**config.mk**
```make
export PLATFORM = sky130hd
export DESIGN_NAME = sadc_sequencer
export DESIGN_NICKNAME = d
export VERILOG_FILES = /design/src/sadc_pkg.sv /design/src/sadc_sar_engine.sv /design/src/sadc_sequencer.sv
export SDC_FILE = /design/constraint.sdc
export NUM_CORES = 1
export LEC_CHECK = 0
export BUFFER_PORTS_ARGS = -buffer_cell sky130_fd_sc_hd__buf_4
export CAP_MARGIN = 20
export CORE_UTILIZATION = 55
export CTS_CLUSTER_DIAMETER = 100
export DETAILED_ROUTE_END_ITERATION = 12
export PLACE_DENSITY = 0.83
export RECOVER_POWER = 25
export SETUP_SLACK_MARGIN = 0.3
export SYNTH_ARGS = -nofsm -noshare
export SYNTH_HDL_FRONTEND = slang
export SYNTH_HIERARCHICAL = 1
export SYNTH_SLANG_ARGS = --single-unit
```
**constraint.sdc**
```tcl
create_clock -name clock -period 3.87 [get_ports clock]
set_input_delay 0.774 -clock clock [delete_from_list [all_inputs] [get_ports clock]]
set_output_delay 0.774 -clock clock [all_outputs]
set_load 0.01 [all_outputs]
```
**src/sadc_pkg.sv**
```systemverilog
// Package with constants, types and register map for the ADC sense sequencer.
package sadc_pkg;

  localparam int RES_W = 10;
  localparam int CH_W = 5;
  localparam int NUM_CH = 32;
  localparam logic [CH_W-1:0] AUTO_LAST_CH = 5'h0A;
  localparam logic [CH_W-1:0] EXT_CURRENT_CH = 5'h03;
  localparam int CONVERT_CYCLES = 12;
  localparam int INT_PULSE_CYCLES = 2;
  localparam int EN_TIME_RST = 4;
  localparam int SAMPLE_TIME_RST = 4;
  localparam int TIME_W = 8;

  localparam logic [7:0] REG_CTRL = 8'h00;
  localparam logic [7:0] REG_TIMING = 8'h04;
  localparam logic [7:0] REG_STATUS = 8'h08;
  localparam logic [7:0] REG_RESULT_BASE = 8'h80;

  localparam int CTRL_EN_BIT = 0;
  localparam int CTRL_MODE_LSB = 1;
  localparam int CTRL_REPEAT_BIT = 3;
  localparam int CTRL_START_BIT = 4;
  localparam int CTRL_CH_LSB = 8;
  localparam int TIMING_SAMPLE_LSB = 8;

  typedef enum logic [1:0] {
    SADC_MODE_SINGLE = 2'h0,
    SADC_MODE_ROUND = 2'h1,
    SADC_MODE_ONCE = 2'h2
  } sadc_mode_t;

  typedef enum logic [4:0] {
    SADC_IDLE = 5'h01,
    SADC_ENABLE = 5'h02,
    SADC_SAMPLE = 5'h04,
    SADC_CONVERT = 5'h08,
    SADC_INTR = 5'h10
  } sadc_state_t;

  typedef struct packed {
    logic [7:0] addr;
    logic [31:0] wdata;
    logic wr;
    logic rd;
  } sadc_bus_req_t;

  typedef struct packed {
    logic start;
    logic [CH_W-1:0] channel;
  } sadc_conv_req_t;

endpackage

```
**src/sadc_sar_engine.sv**
```systemverilog
// Successive-approximation engine: one compare per cycle, fixed conversion length.
`timescale 1ns/1ps
`default_nettype none
module sadc_sar_engine
  import sadc_pkg::*;
(
  input wire logic clock,
  input wire logic rst,
  input wire logic start,
  input wire logic comp_in,
  output logic [RES_W-1:0] dac_code,
  output logic done,
  output logic [RES_W-1:0] result
);

  logic [3:0] cnt_q;
  logic busy_q;
  logic [RES_W-1:0] trial_q;
  logic [RES_W-1:0] code_q;
  logic done_q;

  assign dac_code = code_q | trial_q;
  assign done = done_q;

  // The bit trials run in the first ten cycles and the result latches on the eleventh.
  // The registered done flag fills the twelfth, so the sequencer leaves conversion on time.
  always_ff @(posedge clock)
  begin
    if (rst)
    begin
      cnt_q <= 4'h0;
      busy_q <= 1'b0;
      trial_q <= '0;
      code_q <= '0;
      done_q <= 1'b0;
      result <= '0;
    end
    else
    begin
      done_q <= 1'b0;
      if (start && !busy_q)
      begin
        busy_q <= 1'b1;
        cnt_q <= 4'h0;
        code_q <= '0;
        trial_q <= {1'b1, {(RES_W-1){1'b0}}};
      end
      else if (busy_q)
      begin
        cnt_q <= cnt_q + 4'h1;
        if (trial_q != '0)
        begin
          if (comp_in)
          begin
            code_q <= code_q | trial_q;
          end
          trial_q <= trial_q >> 1;
        end
        if (cnt_q == 4'(CONVERT_CYCLES - 2))
        begin
          busy_q <= 1'b0;
          done_q <= 1'b1;
          result <= code_q;
        end
      end
    end
  end

endmodule // sadc_sar_engine
`default_nettype wire

```
**src/sadc_sequencer.sv**
```systemverilog
// Digital sense sequencer that drives the SAR converter and holds per-channel results.
// Function
// - Each conversion yields an unsigned 10-bit code for the selected input.
// - The input multiplexer is addressed by channels 0 to 31.
// - Only channels 0 to 10 take part in the automatic sequence.
// - Firmware picks single, round-robin or one-time mode; the sequence follows it.
// - A single sample on one chosen channel is converted, without averaging.
// - Channel 3 converts the external path current from the sense pin difference.
// - After each conversion the result is held for firmware to read.
// - Single mode: enable time (first start after enabling only), sample time, 12-cycle conversion, 2-cycle interrupt pulse.
// - In single mode with repeat on, a new conversion starts as soon as the pulse ends.
// - Round-robin converts the sequence continuously, overwriting previous results.
// - One-time mode runs one pass, stops after channel 10, then interrupts.
//
// Design decisions made here: the register offsets and the strobed register port.
`timescale 1ns/1ps
`default_nettype none
module sadc_sequencer
  import sadc_pkg::*;
(
  input wire logic clock,
  input wire logic rst,
  input wire logic [7:0] addr,
  input wire logic [31:0] wdata,
  input wire logic wr,
  input wire logic rd,
  output logic [31:0] rdata,
  input wire logic comp_in,
  output logic [RES_W-1:0] dac_code,
  output logic [CH_W-1:0] mux_channel,
  output logic sample_en,
  output logic adc_enable,
  output logic conv_irq
);

  sadc_bus_req_t bus;
  logic en_q;
  sadc_mode_t mode_q;
  logic repeat_q;
  logic [CH_W-1:0] sel_ch_q;
  logic start_q;
  logic [TIME_W-1:0] en_time_q;
  logic [TIME_W-1:0] sample_time_q;
  sadc_state_t state_q;
  logic [TIME_W-1:0] tmr_q;
  logic [CH_W-1:0] cur_ch_q;
  logic eng_start;
  logic eng_done;
  logic [RES_W-1:0] eng_result;
  logic [RES_W-1:0] results_q [NUM_CH];
  logic [NUM_CH-1:0] fresh_q;
  logic pass_done_q;
  logic last_ch;
  logic was_en_q;

  assign bus = '{addr: addr, wdata: wdata, wr: wr, rd: rd};

  function automatic logic is_result_addr(input logic [7:0] a);
    is_result_addr = (a >= REG_RESULT_BASE) && (a[1:0] == 2'h0);
  endfunction

  function automatic logic [CH_W-1:0] result_index(input logic [7:0] a);
    result_index = a[CH_W+1:2];
  endfunction

  // Control and timing registers written by firmware.
  always_ff @(posedge clock)
  begin
    if (rst)
    begin
      en_q <= 1'b0;
      mode_q <= SADC_MODE_SINGLE;
      repeat_q <= 1'b0;
      sel_ch_q <= '0;
      start_q <= 1'b0;
      en_time_q <= TIME_W'(EN_TIME_RST);
      sample_time_q <= TIME_W'(SAMPLE_TIME_RST);
    end
    else
    begin
      start_q <= 1'b0;
      if (bus.wr && bus.addr == REG_CTRL)
      begin
        en_q <= bus.wdata[CTRL_EN_BIT];
        if (bus.wdata[CTRL_MODE_LSB +: 2] != 2'h3)
        begin
          mode_q <= sadc_mode_t'(bus.wdata[CTRL_MODE_LSB +: 2]);
        end
        repeat_q <= bus.wdata[CTRL_REPEAT_BIT];
        sel_ch_q <= bus.wdata[CTRL_CH_LSB +: CH_W];
        start_q <= bus.wdata[CTRL_START_BIT];
      end
      if (bus.wr && bus.addr == REG_TIMING)
      begin
        en_time_q <= bus.wdata[0 +: TIME_W];
        sample_time_q <= bus.wdata[TIMING_SAMPLE_LSB +: TIME_W];
      end
    end
  end

  always_ff @(posedge clock)
  begin
    if (rst)
    begin
      was_en_q <= 1'b0;
    end
    else if (state_q == SADC_IDLE || state_q == SADC_ENABLE)
    begin
      was_en_q <= en_q && (was_en_q || state_q == SADC_ENABLE);
    end
    else if (!en_q)
    begin
      was_en_q <= 1'b0;
    end
  end

  assign last_ch = (cur_ch_q == AUTO_LAST_CH);

  // Sequencing state machine.
  always_ff @(posedge clock)
  begin
    if (rst)
    begin
      state_q <= SADC_IDLE;
      tmr_q <= '0;
      cur_ch_q <= '0;
      pass_done_q <= 1'b0;
    end
    else if (!en_q)
    begin
      state_q <= SADC_IDLE;
      tmr_q <= '0;
    end
    else
    begin
      unique case (state_q)
        SADC_IDLE:
        begin
          if (start_q)
          begin
            pass_done_q <= 1'b0;
            cur_ch_q <= (mode_q == SADC_MODE_SINGLE) ? sel_ch_q : '0;
            tmr_q <= '0;
            state_q <= was_en_q ? SADC_SAMPLE : SADC_ENABLE;
          end
        end
        SADC_ENABLE:
        begin
          tmr_q <= tmr_q + TIME_W'(1);
          if (tmr_q + TIME_W'(1) >= en_time_q)
          begin
            tmr_q <= '0;
            state_q <= SADC_SAMPLE;
          end
        end
        SADC_SAMPLE:
        begin
          tmr_q <= tmr_q + TIME_W'(1);
          if (tmr_q + TIME_W'(1) >= sample_time_q)
          begin
            tmr_q <= '0;
            state_q <= SADC_CONVERT;
          end
        end
        SADC_CONVERT:
        begin
          if (eng_done)
          begin
            tmr_q <= '0;
            if (mode_q == SADC_MODE_SINGLE || (mode_q == SADC_MODE_ONCE && last_ch))
            begin
              pass_done_q <= mode_q == SADC_MODE_ONCE;
              state_q <= SADC_INTR;
            end
            else
            begin
              cur_ch_q <= last_ch ? '0 : cur_ch_q + 5'h01;
              state_q <= SADC_SAMPLE;
            end
          end
        end
        SADC_INTR:
        begin
          tmr_q <= tmr_q + TIME_W'(1);
          if (tmr_q == TIME_W'(INT_PULSE_CYCLES - 1))
          begin
            tmr_q <= '0;
            cur_ch_q <= sel_ch_q;
            state_q <= (mode_q == SADC_MODE_SINGLE && repeat_q) ? SADC_SAMPLE : SADC_IDLE;
          end
        end
        default:
        begin
          state_q <= SADC_IDLE;
        end
      endcase
    end
  end

  assign eng_start = (state_q == SADC_SAMPLE) && (tmr_q + TIME_W'(1) >= sample_time_q);

  // The comparator is strobed by this clock, so each trial must see its decision without synchroniser delay.
  sadc_sar_engine u_engine (
    .clock(clock),
    .rst(rst),
    .start(eng_start),
    .comp_in(comp_in),
    .dac_code(dac_code),
    .done(eng_done),
    .result(eng_result)
  );

  // Channel 3 is wired to the current-sense difference amplifier in the analog mux.
  // Results are only written by conversions; reads leave them untouched.
  always_ff @(posedge clock)
  begin
    if (rst)
    begin
      for (int i = 0; i < NUM_CH; i++)
      begin
        results_q[i] <= '0;
      end
      fresh_q <= '0;
    end
    else
    begin
      if (state_q == SADC_CONVERT && eng_done)
      begin
        results_q[cur_ch_q] <= eng_result;
        fresh_q[cur_ch_q] <= 1'b1;
      end
      if (bus.wr && bus.addr == REG_STATUS)
      begin
        fresh_q <= '0;
        if (state_q == SADC_CONVERT && eng_done)
        begin
          fresh_q <= NUM_CH'(1) << cur_ch_q;
        end
      end
    end
  end

  // Read data stands in the cycle after the read strobe.
  always_ff @(posedge clock)
  begin
    if (rst)
    begin
      rdata <= '0;
    end
    else if (bus.rd)
    begin
      if (bus.addr == REG_CTRL)
      begin
        rdata <= {19'h0, sel_ch_q, 4'h0, repeat_q, mode_q, en_q};
      end
      else if (bus.addr == REG_TIMING)
      begin
        rdata <= {16'h0, sample_time_q, en_time_q};
      end
      else if (bus.addr == REG_STATUS)
      begin
        rdata <= {24'h0, pass_done_q, |fresh_q, 1'b0, state_q};
      end
      else if (is_result_addr(bus.addr))
      begin
        rdata <= {22'h0, results_q[result_index(bus.addr)]};
      end
      else
      begin
        rdata <= '0;
      end
    end
    else
    begin
      rdata <= '0;
    end
  end

  assign mux_channel = cur_ch_q;
  assign sample_en = (state_q == SADC_SAMPLE);
  assign adc_enable = en_q;
  assign conv_irq = (state_q == SADC_INTR);

  logic [3:0] conv_cnt_q;

  // Counts the cycles spent converting, so that the conversion length can be checked.
  always_ff @(posedge clock)
  begin
    if (rst || state_q != SADC_CONVERT)
    begin
      conv_cnt_q <= 4'h0;
    end
    else
    begin
      conv_cnt_q <= conv_cnt_q + 4'h1;
    end
  end

  conv_len_a: assert property (@(posedge clock) disable iff (rst)
    state_q == SADC_CONVERT && eng_done |-> conv_cnt_q == 4'(CONVERT_CYCLES - 1))
    else $error("conversion not twelve cycles long");

  irq_pulse_a: assert property (@(posedge clock) disable iff (rst)
    $rose(conv_irq) && en_q |=> conv_irq ##1 !conv_irq)
    else $error("interrupt pulse not two cycles");

  repeat_go_a: assert property (@(posedge clock) disable iff (rst)
    $fell(conv_irq) && en_q && repeat_q && mode_q == SADC_MODE_SINGLE |-> state_q == SADC_SAMPLE)
    else $error("repeat did not restart sampling");

  auto_range_a: assert property (@(posedge clock) disable iff (rst)
    mode_q != SADC_MODE_SINGLE && state_q == SADC_CONVERT |-> cur_ch_q <= AUTO_LAST_CH)
    else $error("auto sequence left channels 0 to 10");

  once_stop_a: assert property (@(posedge clock) disable iff (rst)
    mode_q == SADC_MODE_ONCE && state_q == SADC_CONVERT && eng_done && last_ch && en_q
    |=> state_q == SADC_INTR ##2 state_q == SADC_IDLE)
    else $error("one-time pass did not stop");

  round_wrap_a: assert property (@(posedge clock) disable iff (rst)
    mode_q == SADC_MODE_ROUND && state_q == SADC_CONVERT && eng_done && last_ch && en_q
    |=> cur_ch_q == 5'h00 && state_q == SADC_SAMPLE)
    else $error("round robin did not wrap");

  result_store_a: assert property (@(posedge clock) disable iff (rst)
    state_q == SADC_CONVERT && eng_done |=> results_q[$past(cur_ch_q)] == $past(eng_result))
    else $error("result not stored");

  result_hold_a: assert property (@(posedge clock) disable iff (rst)
    !(state_q == SADC_CONVERT && eng_done) |=> $stable(results_q[0]))
    else $error("result changed without conversion");

  single_ch_a: assert property (@(posedge clock) disable iff (rst)
    mode_q == SADC_MODE_SINGLE && state_q == SADC_CONVERT && eng_done && en_q |=> state_q == SADC_INTR)
    else $error("single mode converted more than one sample");

endmodule // sadc_sequencer
`default_nettype wire

```
### Word-level counts from Yosys, hierarchy flattened

Memories as Yosys holds them, arrays and structs flattened.
Index checks and enable logic that the tools add are counted.

* bits in registers: 146
* latch bits: 0
* memory bits (writable): 320
* ROM bits: 0
* input bits: 45
* output and inout bits: 50
* word-level logic and storage cells: 155
* memories: 1

* add/subtract/negate cells: 3
* $mul: 0
* div/mod/pow operators: 0
* magnitude comparators: 5
* equality and inequality tests: 20
* shift operators: 1
* muxes and demuxes: 52
* bitwise gates (word level): 7
* reductions and logical operators: 43

Memory list
* results_q: words 32, width 10, read ports 1, clocked after Yosys merged registers in 0, wr ports 32, line sadc_sequencer.sv:50 `logic [RES_W-1:0] results_q [NUM_CH];`

Operators by type and width (count)
* 32-bit 2-to-1 mux: 3
* 5-bit 2-to-1 mux: 13
* 10-bit 2-to-1 mux: 6
* 8-bit 2-to-1 mux: 5
* 8-bit one-hot mux with 5 select lines: 1
* 32-bit OR: 1
* 32-bit OR reduction: 1
* 1-bit by 5-bit << shifter with 32-bit output (first input constant): 1
* 5-bit one-hot mux with 5 select lines: 1
* 8-bit greater-or-equal comparator: 2
* 1-bit 2-to-1 mux: 16
* 16-bit 2-to-1 mux: 1
* 5-bit one-hot mux with 3 select lines: 1
* 13-bit 2-to-1 mux: 1
* 1-bit logical AND: 11
* 5-bit by 4-bit == test with 1-bit output (second input constant): 2
* 2-bit by 1-bit inequality test with 1-bit output (second input constant): 5
* 10-bit OR: 1
* 5-bit AND reduction: 2
* 10-bit nonzero test: 1
* 10-bit OR reduction: 1
* 3-bit AND reduction: 3
* 8-bit by 1-bit adder with 8-bit output (second input constant): 1
* 8-bit by 1-bit == test with 1-bit output (second input constant): 1
* 30 further kinds: 50

### Logic depth before layout (Yosys ltp)

Gate-level depths: netlist of the first run.

* depth after elaboration: 7
* mapped depth: 13
* gate-level depth less buffers: 12

### Hierarchy

Netlist of the first run, hierarchy kept.

Modules (own cells, without submodules)
* sadc_sequencer: times used 1, cells each 1558, area an instance 19621.3 um^2
* sadc_sar_engine: times used 1, cells each 117, area an instance 1288.7 um^2

### Worst setup path after synthesis of the first run

OpenSTA, ideal clock, no wires.

* kind: reg2reg
* start: register tmr_q[2]
* end: register state_q[2]
* arrival time: 2.994 ns
* required time: 3.753 ns
* path slack: 0.759 ns
* cell stages (with the launch flop): 10
* buffers on the path: 0
* cells stage by stage: dfxtp_1 nand3_1 o31a_1 or2_2 ha_1 and4_1 a221o_1 a211oi_1 nor3_1 a32o_1

* cells in the longest elaborated chain, start to end: 4
* elaborated cells on any way between the ends: 8
* those cells by class: 1 x add/sub; 2 x order compare; 4 x eq/ne; 1 x reduce/logical

RTL lines
* start, declared: line sadc_sequencer.sv:45 `logic [TIME_W-1:0] tmr_q;`
* start signal, assigned: line sadc_sequencer.sv:149 `tmr_q <= tmr_q + TIME_W'(1);`
* start signal, assigned: line sadc_sequencer.sv:158 `tmr_q <= tmr_q + TIME_W'(1);`
* start signal, assigned: line sadc_sequencer.sv:184 `tmr_q <= tmr_q + TIME_W'(1);`
* 8-bit by 1-bit adder with 8-bit output: line sadc_sequencer.sv:150, sadc_sequencer.sv:159
* 8-bit greater-or-equal comparator, on equally long branches: line sadc_sequencer.sv:150, sadc_sequencer.sv:159
* 2-bit by 1-bit inequality test with 1-bit output (no line)
* 5-bit AND reduction (no line) (*)
* end signal, assigned: line sadc_sequencer.sv:144 `state_q <= was_en_q ? SADC_SAMPLE : SADC_ENABLE;`
* end signal, assigned: line sadc_sequencer.sv:189 `state_q <= (mode_q == SADC_MODE_SINGLE && repeat_q) ? SADC_SAMPLE : SADC_IDLE;`
* end, declared: line sadc_sequencer.sv:44 `sadc_state_t state_q;`

Every way passes the cells marked *; elsewhere a longest branch is shown, timed or not.
A chain may end at the register's enable or synchronous reset.

### Final worst setup path of the first run

* start: input addr[3]
* end: register en_time_q[2]

* cells in the longest elaborated chain, start to end: 2

RTL lines
* start, declared: line sadc_sequencer.sv:23 `input wire logic [7:0] addr,`
* 8-bit by 3-bit == test with 1-bit output: line sadc_sequencer.sv:93 `if (bus.wr && bus.addr == REG_TIMING)`
* 1-bit logical AND: line sadc_sequencer.sv:93
* end signal, assigned: line sadc_sequencer.sv:76 `en_time_q <= TIME_W'(EN_TIME_RST);`
* end signal, assigned: line sadc_sequencer.sv:95 `en_time_q <= bus.wdata[0 +: TIME_W];`
* end, declared: line sadc_sequencer.sv:42 `logic [TIME_W-1:0] en_time_q;`

No other way between the ends.

==> results of run 1 <==
[state kept, by name, summed over array words and instances, names as in the netlist]
name              flops
state_q               5
results_q           320
mux_channel           5
repeat_q              1
u_engine/result      10
u_engine/trial_q     10
tmr_q                 8
u_engine/done         1
mode_q                2
u_engine/cnt_q        4
rdata                16
was_en_q              1
pass_done_q           1
sel_ch_q              5
adc_enable            1
start_q               1
u_engine/busy_q       1
sample_time_q         8
fresh_q              32
en_time_q             8
u_engine/code_q      10
[cell type report]
| cell class | instances | area share |
|---|---|---|
| Sequential cell | 450 | 0.522 |
| Multi-Input combinational cell | 1059 | 0.338 |
| Clock buffer | 65 | 0.0586 |
| Timing Repair Buffer | 128 | 0.0397 |
| Tap cell | 511 | 0.0273 |
| Clock inverter | 21 | 0.00888 |
| Inverter | 34 | 0.00546 |
| Antenna cell | 1 | 0.000107 |
[power by group through the flow]
stage	Sequential (mW)	Clock, mW	Combinational [mW]
final	5.31	4.59	0.513
after floorplan	5.39	0	0.338
after global routing	5.32	4.79	0.534
after CTS	5.31	4.62	0.511
after global placement	5.40	0	0.497
after detailed placement	5.41	0	0.507
[critical path, cell delays in order]
cell	delay (ns)
clkbuf_2	0.83
buf_12	0.50
nor2b_1	0.12
clkbuf_1	0.25
and3_1	0.34
and2_0	0.76
nor2_1	0.08
a211o_1	0.30
[placed cells by master (no fill, tap or decap), types with 11 or more instances in the layout]
cell / netlist / routed
a21o_1: 26 / 26
a21oi_1: 64 / 64
a22o_1: 20 / 20
and2_0: 0 / 30
and2_1: 324 / 294
buf_4: 27 / 65
clkbuf_1: 71 / 56
clkbuf_16: 0 / 49
clkinv_2: 0 / 12
conb_1: 1 / 16
dfxtp_1: 130 / 130
edfxtp_1: 320 / 320
ha_1: 26 / 26
inv_1: 34 / 34
mux2i_1: 29 / 29
mux4_2: 81 / 81
nand2_1: 97 / 96
nand2b_1: 12 / 12
nand3_1: 26 / 26
nor2_1: 83 / 83
nor2b_1: 11 / 11
nor3_1: 29 / 30
nor4_1: 13 / 13
o21ai_0: 28 / 28
or2_2: 42 / 42
[stage by stage]
step | instance area [µm²] | cells | worst slack (ns) | total power [mW]
CTS | 23400 | 2261 | 0.521 | 10.4
detailed placement | 21900 | 2175 | 0.559 | 5.92
finish | 23400 | 2269 | 0.336 | 10.4
floorplan | 21000 | 1690 | 0.759 | 5.73
global route | 23400 | 2268 | 0.209 | 10.6
global placement | 21800 | 2173 | 0.620 | 5.90
[routing by layer]
metal  track usage  vias to the layer above  part of all wire
met4         0.119                        4             0.039
met1         0.353                     6880              0.39
met3        0.0592                      151             0.091
li1              -                     6100                 -
met5             0                        -           0.00055
met2         0.451                      735              0.48
[final timing paths]
check / to / slack (ns) / cells past startpoint
min: sample_time_q[2]$_SDFFE_PP1P_ / 0.42 / 3
max reg2reg: results_q[13][6]$_SDFFCE_PN0P_ / 0.53 / 7
min reg2reg: fresh_q[21]$_SDFFE_PP0P_ / 0.45 / 1
max: en_time_q[2]$_SDFFE_PP1P_ / 0.34 / 8
[kinds of logic (layout without fill, tap and decap cells)]
| group | count (synthesis) | after routing | share of synthesized area |
|---|---|---|---|
| simple gates | 683 | 683 | 0.184 |
| other cells | 1 | 17 | 0.000179 |
| buf+inv | 181 | 248 | 0.0405 |
| fa+ha+maj | 26 | 26 | 0.0156 |
| flops | 450 | 450 | 0.584 |
| compound gates | 216 | 216 | 0.0710 |
| mux | 111 | 111 | 0.102 |
| xor+xnor | 7 | 7 | 0.00293 |
==> reports/metrics.yaml, run 1 <==
run_status:
  status: "finished, violations left"
  violations: "max-capacitance violations, max-slew violations"
drt:
  routedWlPerCell_um: 23.3
  drt-initial-drc-count: 1477
  firstDrtPassIters: 9
  drc: 0
  antenna_left: 0
  viasPerCell: 6.11
  finalWirelength_um: 52900
  via_count: 13900
timing:
  whs_ns: 0.422
  setup_viol: 0
  rsz0062_at_grt: "false"
  fin_worst_skew_ns: 0.0194
  tns_ns: 0
  period_share: 0.913
  period_needed_ns: 3.53
  fmax_mhz: 283
  slew_violations: 49
  worstMarginPinSlew_ns: 1.66
  hold_viol_final: 0
  max_slew_margin: -0.108
clock_network:
  h-tree-depth: 2
  postCtsHoldBufs: 0
  ctsLongestPathBuffers: 3
  clkTransAtPathRegs_ns: 0.06
  post-cts-setup-buffers: 0
  clock_sinks: 450
  cts_resized: 0
  insertion_delay_ns: 0.58
  cts_tree: "built"
  cts_buffers: 46
  clock-root-buffer: "clkbuf_16"
global_route:
  track_usage: 0.275
  grt_pass1_vias: 13600
  grt.overflow.total: 0
  grt_pass1_wl_um: 79800
  grt_start_max_net_pins: 50
  antenna_found_initial: 3
floorplanning:
  die_h_um: 197
  die_area_um2: 38800
  dieWidth_um: 197
  initial_core_util: 0.556
  core_area_um2: 37600
  io_pins: 95
  rows: 71
synthesis:
  synthTopCellsByCount: "and2_1, edfxtp_1, dfxtp_1"
  syn_avg_cell_area_um2: 12.5
  yosysSeqAreaShare: 0.584
  ys_warn_count: 6
  yosys.area.top_type_share: 0.460
  yosysTopAreaCell: "edfxtp_1"
  ys_ff_latch: 450
  ys_types: 79
  yosysMostFrequentCell: "and2_1"
  synthArstFlopShare: 0
  ys.flop_type: "edfxtp_1"
  synth_edf_count: 320
  synthesis.area_um2: 20900
  synthTopCellsByArea: "edfxtp_1, dfxtp_1, and2_1"
  syn-instance-count: 1675
place:
  dp_hpwl_um: 35100
  gp_congestion: 0.947
  place.port_buffers: 62
setup_path:
  crit_path_start_kind: "primary input"
  crit_start: "addr[3]"
  crit_required_ns: 4.34
  crit_type: "in2reg"
  critPathMaxFanout: 49
  endpoint_kind: "flip-flop"
  arrival_ns: 4.00
  regToRegStartpoint: "state_q[3]$_SDFFE_PP0P_"
pwr:
  power.leakage_nw: 8.67
  ir_drop_mv: 0.332
  power_switching_mw: 2.21
  p_clk_frac: 0.441
  p_per_area_nw_per_um2: 445
  p_sw_frac: 0.212
  power.internal_mw: 8.21
  power.share.sequential: 0.510
  combPwrFrac: 0.049
layout:
  fin_nets: 1790
  layout.area.seq_um2: 12200
  syn_to_final_growth_pct: 11.9
  final_util: 0.623
  drive_gt1_frac: 0.167
  multi_input_area_um2: 7910
  nFillCells: 2758
flow_run:
  max_cap_violations: 1
hold_path:
  min_from: "wdata[10]"
  worstHoldPathType: "in2reg"
Power figures use the tool's default switching activity.
==> inputs of run 2 (changes only) <==
--- a/config.mk
+++ b/config.mk
@@ -10,10 +10,9 @@
 export CORE_UTILIZATION = 55
 export CTS_CLUSTER_DIAMETER = 100
 export DETAILED_ROUTE_END_ITERATION = 12
-export PLACE_DENSITY = 0.83
+export PLACE_DENSITY = 0.84
 export RECOVER_POWER = 25
 export SETUP_SLACK_MARGIN = 0.3
 export SYNTH_ARGS = -nofsm -noshare
 export SYNTH_HDL_FRONTEND = slang
-export SYNTH_HIERARCHICAL = 1
 export SYNTH_SLANG_ARGS = --single-unit
==> run 2 against run 1 <==
Design area shrank 1.1%. Critical path depth is 3 lower. Register-to-register slack worse by 0.15 ns. Clock power decreased by 2%. First-iteration DRC count rose by 5.5%. The run still ends with max-capacitance violations, max-slew violations left. Worst setup slack worse by 0.077 ns. Combinational power increased by 7.0%. Synthesized cell count decreased by 2.4%. Largest cell class unchanged.
==> reports/metrics.yaml, run 2 <==
run_status:
  status: "finished, violations left"  # unchanged
  violations: "max-capacitance violations, max-slew violations"  # unchanged
layout:
  drive_gt1_frac: 0.157  # was 0.167
  largest-register: "results_q"  # unchanged
  fin_nets: 1761  # was 1,790
  syn_to_final_growth_pct: 11.9  # about the same
  instances_no_fill: 2196  # was 2,269
  top_regs: "results_q x320, fresh_q x32, rdata x16"  # unchanged
  nFillCells: 2654  # was 2,758
  antenna-diode-count: 0  # was 1
  final_common_cell: "edfxtp_1"  # unchanged
  largest_register_ffs: 320  # unchanged
  final_cell_mix: "edfxtp_1, and2_1, dfxtp_1"  # unchanged
synthesis:
  yosysTopAreaCell: "edfxtp_1"  # unchanged
  yosysMostFrequentCell: "and2_1"  # unchanged
  synth_edf_count: 320  # unchanged
  ys_warn_count: 0  # was 6
  yosysSeqAreaShare: 0.590  # was 0.584
  synthTopCellsByArea: "edfxtp_1, dfxtp_1, mux4_2"  # was edfxtp_1, dfxtp_1, and2_1
  ys_ff_latch: 450  # unchanged
  syn_avg_cell_area_um2: 12.7  # was 12.5 µm²
  synthArstFlopShare: 0  # unchanged
  synthesis.area_um2: 20700  # was 20,900 µm²
  ys_types: 68  # was 79
  synthTopCellsByCount: "and2_1, edfxtp_1, dfxtp_1"  # unchanged
  yosys.area.top_type_share: 0.465  # was 0.460
  syn-instance-count: 1634  # was 1,675
  ys.flop_type: "edfxtp_1"  # unchanged
timing:
  fin_worst_skew_ns: 0.0146  # was 0.0194 ns
  rsz0062_at_grt: "false"  # unchanged
  slew_violations: 32  # was 49
  period_needed_ns: 3.61  # was 3.53 ns
  fmax_mhz: 277  # was 283 MHz
  period_share: 0.933  # was 0.913
  whs_ns: 0.455  # was 0.422 ns
  setup_viol: 0  # unchanged
  setup_slack_ns: 0.259  # was 0.336 ns
  max_slew_margin: -0.0376  # was -0.108
  worstMarginPinSlew_ns: 1.56  # was 1.66 ns
  hold_viol_final: 0  # unchanged
  tns_ns: 0  # unchanged
pwr:
  power.internal_mw: 8.22  # was 8.21 mW
  p_clk_frac: 0.432  # was 0.441
  p_per_area_nw_per_um2: 449  # was 445 nW/µm²
  power_switching_mw: 2.16  # was 2.21 mW
  ir_drop_mv: 0.286  # was 0.332 mV
  power.leakage_nw: 8.52  # was 8.67 nW
  p_sw_frac: 0.208  # was 0.212
  combPwrFrac: 0.053  # was 0.049
  total_power_mw: 10.4  # about the same
  power.share.sequential: 0.515  # was 0.510
setup_path:
  crit_required_ns: 4.09  # was 4.34 ns
  critPathCapture: "results_q[13][9]$_SDFFCE_PN0P_"  # was en_time_q[2]$_SDFFE_PP1P_
  reg2reg_depth: 5  # was 7
  reg2reg_to: "results_q[24][7]$_SDFFCE_PN0P_"  # was results_q[13][6]$_SDFFCE_PN0P_
  arrival_ns: 3.83  # was 4.00 ns
  critPathMaxFanout: 31  # was 49
  crit_path_start_kind: "primary input"  # unchanged
  regToRegStartpoint: "state_q[4]$_SDFFE_PP0P_"  # was state_q[3]$_SDFFE_PP0P_
  endpoint_kind: "flip-flop"  # unchanged
  r2r_slack_ns: 0.38  # was 0.53 ns
  crit_type: "in2reg"  # unchanged
  crit_start: "rst"  # was addr[3]
clock_network:
  clock-root-buffer: "clkbuf_16"  # unchanged
  h-tree-depth: 2  # unchanged
  insertion_delay_ns: 0.56  # was 0.58 ns
  clock_sinks: 450  # unchanged
  cts_buffers: 46  # unchanged
  post-cts-setup-buffers: 0  # unchanged
  cts_resized: 0  # unchanged
  ctsLongestPathBuffers: 3  # unchanged
  cts_tree: "built"  # unchanged
  postCtsHoldBufs: 0  # unchanged
  clkTransAtPathRegs_ns: 0.06  # about the same
drt:
  drt-initial-drc-count: 1558  # was 1,477
  drc: 0  # unchanged
  via_count: 13600  # was 13,900
  routedWlPerCell_um: 23.7  # was 23.3 µm
  antenna_left: 0  # unchanged
  finalWirelength_um: 52000  # was 52,900 µm
  viasPerCell: 6.20  # was 6.11
  firstDrtPassIters: 8  # was 9
global_route:
  grt.overflow.total: 0  # unchanged
  antenna_found_initial: 1  # was 3
  grt_start_max_net_pins: 39  # was 50
  track_usage: 0.273  # was 0.275
  grt_pass1_wl_um: 78700  # was 79,800 µm
  grt_pass1_vias: 13500  # was 13,600
floorplanning:
  die_area_um2: 38400  # was 38,800 µm²
  core_area_um2: 36800  # was 37,600 µm²
  rows: 70  # was 71
  io_pins: 95  # unchanged
  dieWidth_um: 196  # was 197 µm
  initial_core_util: 0.562  # was 0.556
  die_h_um: 196  # was 197 µm
hold_path:
  worstHoldPathType: "reg2reg"  # was in2reg
  min_path_cells: 1  # was 3
place:
  place.port_buffers: 62  # unchanged
  placedCellCount: 2105  # was 2,175
  pre_cts_slack_ns: 0.655  # was 0.559 ns
  gp_congestion: 0.948  # was 0.947
  dp_hpwl_um: 33500  # was 35,100 µm
flow_run:
  max_cap_violations: 1  # unchanged
[run 2: final cells by class]
type | instances | area (µm²) | area share
inverters | 28 | 105 | 0.00454
clock buffers | 75 | 1410 | 0.0609
repair buffers | 132 | 960 | 0.0415
multi-input cells | 1032 | 7740 | 0.335
flip-flops and latches | 450 | 12200 | 0.528
clock inverters | 11 | 124 | 0.00535
well taps | 468 | 586 | 0.0253
[run 2: cell families (layout without fill, tap and decap cells)]
group,after synthesis,count (layout),share of synthesized area
compound gates,208,208,0.0615
mux,133,133,0.120
flops,450,450,0.590
buf+inv,167,246,0.0373
xor+xnor,10,10,0.00423
fa+ha+maj,26,26,0.0157
other cells,1,16,0.000181
simple gates,639,639,0.170
[run 2: how the worst min path moves through the flow]
stage / start / endpoint
2_1_floorplan: fresh_q[18]$_SDFFE_PP0P_ / fresh_q[18]$_SDFFE_PP0P_
3_3_place_gp: fresh_q[28]$_SDFFE_PP0P_ / fresh_q[28]$_SDFFE_PP0P_
3_5_place_dp: fresh_q[17]$_SDFFE_PP0P_ / fresh_q[17]$_SDFFE_PP0P_
4_1_cts: fresh_q[17]$_SDFFE_PP0P_ / fresh_q[17]$_SDFFE_PP0P_
5_1_grt: fresh_q[22]$_SDFFE_PP0P_ / fresh_q[22]$_SDFFE_PP0P_
6_report: fresh_q[6]$_SDFFE_PP0P_ / fresh_q[6]$_SDFFE_PP0P_
[run 2: routing by layer]
layer,track usage,up-vias,share of wire
li1,-,5964,-
met1,0.365,6720,0.38
met2,0.439,779,0.47
met3,0.0435,146,0.098
met4,0.129,2,0.047
met5,0,-,0.00025
[run 2: worst max-delay path, cell delays in order]
cell	delay (ns)
clkbuf_1	1.11
inv_1	0.61
clkbuf_1	0.68
o21ai_0	0.31
clkbuf_2	0.34
[run 2: power by group through the flow]
stage | clock, mW | sequential (mW) | combinational, mW
final | 4.49 | 5.35 | 0.549
after global routing | 4.67 | 5.36 | 0.567
after CTS | 4.48 | 5.35 | 0.547
after detailed placement | 0 | 5.45 | 0.544
after global placement | 0 | 5.44 | 0.535
after floorplan | 0 | 5.43 | 0.350
[run 2: per-stage QoR]
step,instance area (µm²),util
floorplan,20700,-
global placement,21600,0.588
detailed placement,21700,0.589
CTS,23200,0.631
global route,23100,0.629
finish,23100,0.629
==> inputs of run 3 (changes only) <==
--- a/config.mk
+++ b/config.mk
@@ -7,6 +7,7 @@
 export LEC_CHECK = 0
 export BUFFER_PORTS_ARGS = -buffer_cell sky130_fd_sc_hd__buf_4
 export CAP_MARGIN = 20
+export CORE_MARGIN = 3
 export CORE_UTILIZATION = 55
 export CTS_CLUSTER_DIAMETER = 100
 export DETAILED_ROUTE_END_ITERATION = 12
==> constraint.sdc (replaced) <==
create_clock -name clock -period 4.2 [get_ports clock]
set_input_delay 0.84 -clock clock [delete_from_list [all_inputs] [get_ports clock]]
set_output_delay 0.84 -clock clock [all_outputs]
set_load 0.01 [all_outputs]
==> run 3 against run 2 <==
The run now ends clean. Via count down 0.95%. First-iteration DRC count down 5.6%. Non-clock buffer count down 8. Routed wire length up 0.98%. Critical path type is now reg2reg.
==> reports/metrics.yaml, run 3 (synthesis results as in run 2) <==
clock_network:
  ctsLongestPathBuffers: 3  # unchanged
  cts_tree: "built"  # unchanged
  post-cts-setup-buffers: 0  # unchanged
  cts_resized: 0  # unchanged
  clock_sinks: 450  # unchanged
  cts_buffers: 45  # was 46
  clock-root-buffer: "clkbuf_16"  # unchanged
  postCtsHoldBufs: 0  # unchanged
  h-tree-depth: 2  # unchanged
  clkTransAtPathRegs_ns: 0.06  # about the same
  insertion_delay_ns: 0.56  # about the same
drt:
  firstDrtPassIters: 8  # unchanged
  viasPerCell: 6.07  # was 6.20
  drc: 0  # unchanged
  routedWlPerCell_um: 23.7  # about the same
  antenna_left: 0  # unchanged
  finalWirelength_um: 52500  # was 52,000 µm
  drt-initial-drc-count: 1471  # was 1,558
  via_count: 13500  # was 13,600
floorplanning:
  io_pins: 95  # unchanged
  die_h_um: 200  # was 196 µm
  rows: 70  # unchanged
  initial_core_util: 0.561  # was 0.562
  die_area_um2: 40000  # was 38,400 µm²
  dieWidth_um: 200  # was 196 µm
  core_area_um2: 36900  # was 36,800 µm²
timing:
  tns_ns: 0  # unchanged
  fmax_mhz: 267
  rsz0062_at_grt: "false"  # unchanged
  period_needed_ns: 3.75
  setup_viol: 0  # unchanged
  max_slew_margin: 0.136  # was -0.0376
  fin_worst_skew_ns: 0.0263  # was 0.0146 ns
  setup_slack_ns: 0.452  # was 0.259 ns
  hold_viol_final: 0  # unchanged
  slew_violations: 0  # was 32
  whs_ns: 0.455  # about the same
  worstMarginPinSlew_ns: 1.30  # was 1.56 ns
  period_share: 0.892
global_route:
  antenna_found_initial: 1  # unchanged
  track_usage: 0.265  # was 0.273
  grt_pass1_wl_um: 79500  # was 78,700 µm
  grt_start_max_net_pins: 56  # was 39
  grt_pass1_vias: 13500  # about the same
  grt.overflow.total: 0  # unchanged
layout:
  final_cell_mix: "edfxtp_1, and2_1, dfxtp_1"  # unchanged
  largest_register_ffs: 320  # unchanged
  top_regs: "results_q x320, fresh_q x32, rdata x16"  # unchanged
  instances_no_fill: 2221  # was 2,196
  drive_gt1_frac: 0.146  # was 0.157
  final_common_cell: "edfxtp_1"  # unchanged
  antenna-diode-count: 0  # unchanged
  nFillCells: 2705  # was 2,654
  fin_nets: 1752  # was 1,761
  largest-register: "results_q"  # unchanged
  syn_to_final_growth_pct: 10.9  # was 11.9%
pwr:
  p_per_area_nw_per_um2: 407  # was 449 nW/µm²
  power.leakage_nw: 8.37  # was 8.52 nW
  ir_drop_mv: 0.368  # was 0.286 mV
setup_path:
  worst-path-buf-inv: 0  # was 4
  critPathTopFamily: "simple AND/OR/NAND/NOR gates"  # was buffers and inverters
  crit_path_start_kind: "flip-flop"  # was primary input
  cp_slowest_cell: "nor2_1"  # was clkbuf_1
  arrival_ns: 4.17  # was 3.83 ns
  critPathMaxFanout: 17  # was 31
  crit_path_cell_trace: "or4_1, nor4_1, nand3_1, nor2_1, and2_1"  # was clkbuf_1, inv_1, clkbuf_1, o21ai_0, clkbuf_2
  endpoint_kind: "flip-flop"  # unchanged
  cp_slowest_stage_delay_ns: 0.86  # was 1.11 ns
  crit_required_ns: 4.63  # was 4.09 ns
  crit_type: "reg2reg"  # was in2reg
flow_run:
  max_cap_violations: 0  # was 1
place:
  gp_congestion: 0.963  # was 0.948
  place.port_buffers: 62  # unchanged
  placedCellCount: 2135  # was 2,105
  pre_cts_slack_ns: 0.856  # was 0.655 ns
  dp_hpwl_um: 34400  # was 33,500 µm
hold_path:
  worstHoldPathType: "reg2reg"  # unchanged
run_status:
  status: "completed"  # was finished, violations left
[run 3: cell type report]
cell class / instances / area (µm²) / share of cell area
clock buffers: 68 / 1290 / 0.0564
clock inverters: 15 / 138 / 0.00600
inverters: 28 / 105 / 0.00458
multi-input cells: 1032 / 7740 / 0.337
flip-flops and latches: 450 / 12200 / 0.532
well taps: 504 / 631 / 0.0275
repair buffers: 124 / 816 / 0.0356
[run 3: worst paths after layout]
path,startpoint,end,cells past startpoint,slack [ns]
hold / removal,fresh_q[16]$_SDFFE_PP0P_,fresh_q[16]$_SDFFE_PP0P_,1,0.46
setup reg to reg,state_q[0]$_SDFFE_PP1P_,results_q[24][8]$_SDFFCE_PN0P_,5,0.45
setup / recovery,state_q[0]$_SDFFE_PP1P_,results_q[24][8]$_SDFFCE_PN0P_,5,0.45
hold reg to reg,fresh_q[16]$_SDFFE_PP0P_,fresh_q[16]$_SDFFE_PP0P_,1,0.46
[run 3: power by group]
part | leakage (nW) | total [mW] | internal [mW] | switching (mW)
registers | 4.13 | 4.93 | 4.89 | 0.0441
logic | 3.54 | 0.501 | 0.213 | 0.288
clock network | 0.698 | 3.90 | 2.25 | 1.65
total | 8.37 | 9.33 | 7.35 | 1.98
[run 3: per-stage QoR]
stage / total power, mW / utilization / instance area, µm²
finish: 9.33 / 0.622 / 22900
global route: 9.58 / 0.622 / 22900
CTS: 9.38 / 0.626 / 23100
detailed placement: 5.52 / 0.587 / 21600
global placement: 5.50 / 0.587 / 21600
floorplan: 5.33 / - / 20700
[run 3: routing by layer]
| metal | track usage | routed length (µm) | vias up |
|---|---|---|---|
| met1 | 0.350 | 19700 | 6713 |
| met3 | 0.0614 | 5440 | 125 |
| met4 | 0.0977 | 2050 | 2 |
| met2 | 0.435 | 25400 | 692 |
| li1 | - | - | 5950 |
| met5 | 0 | 14 | - |
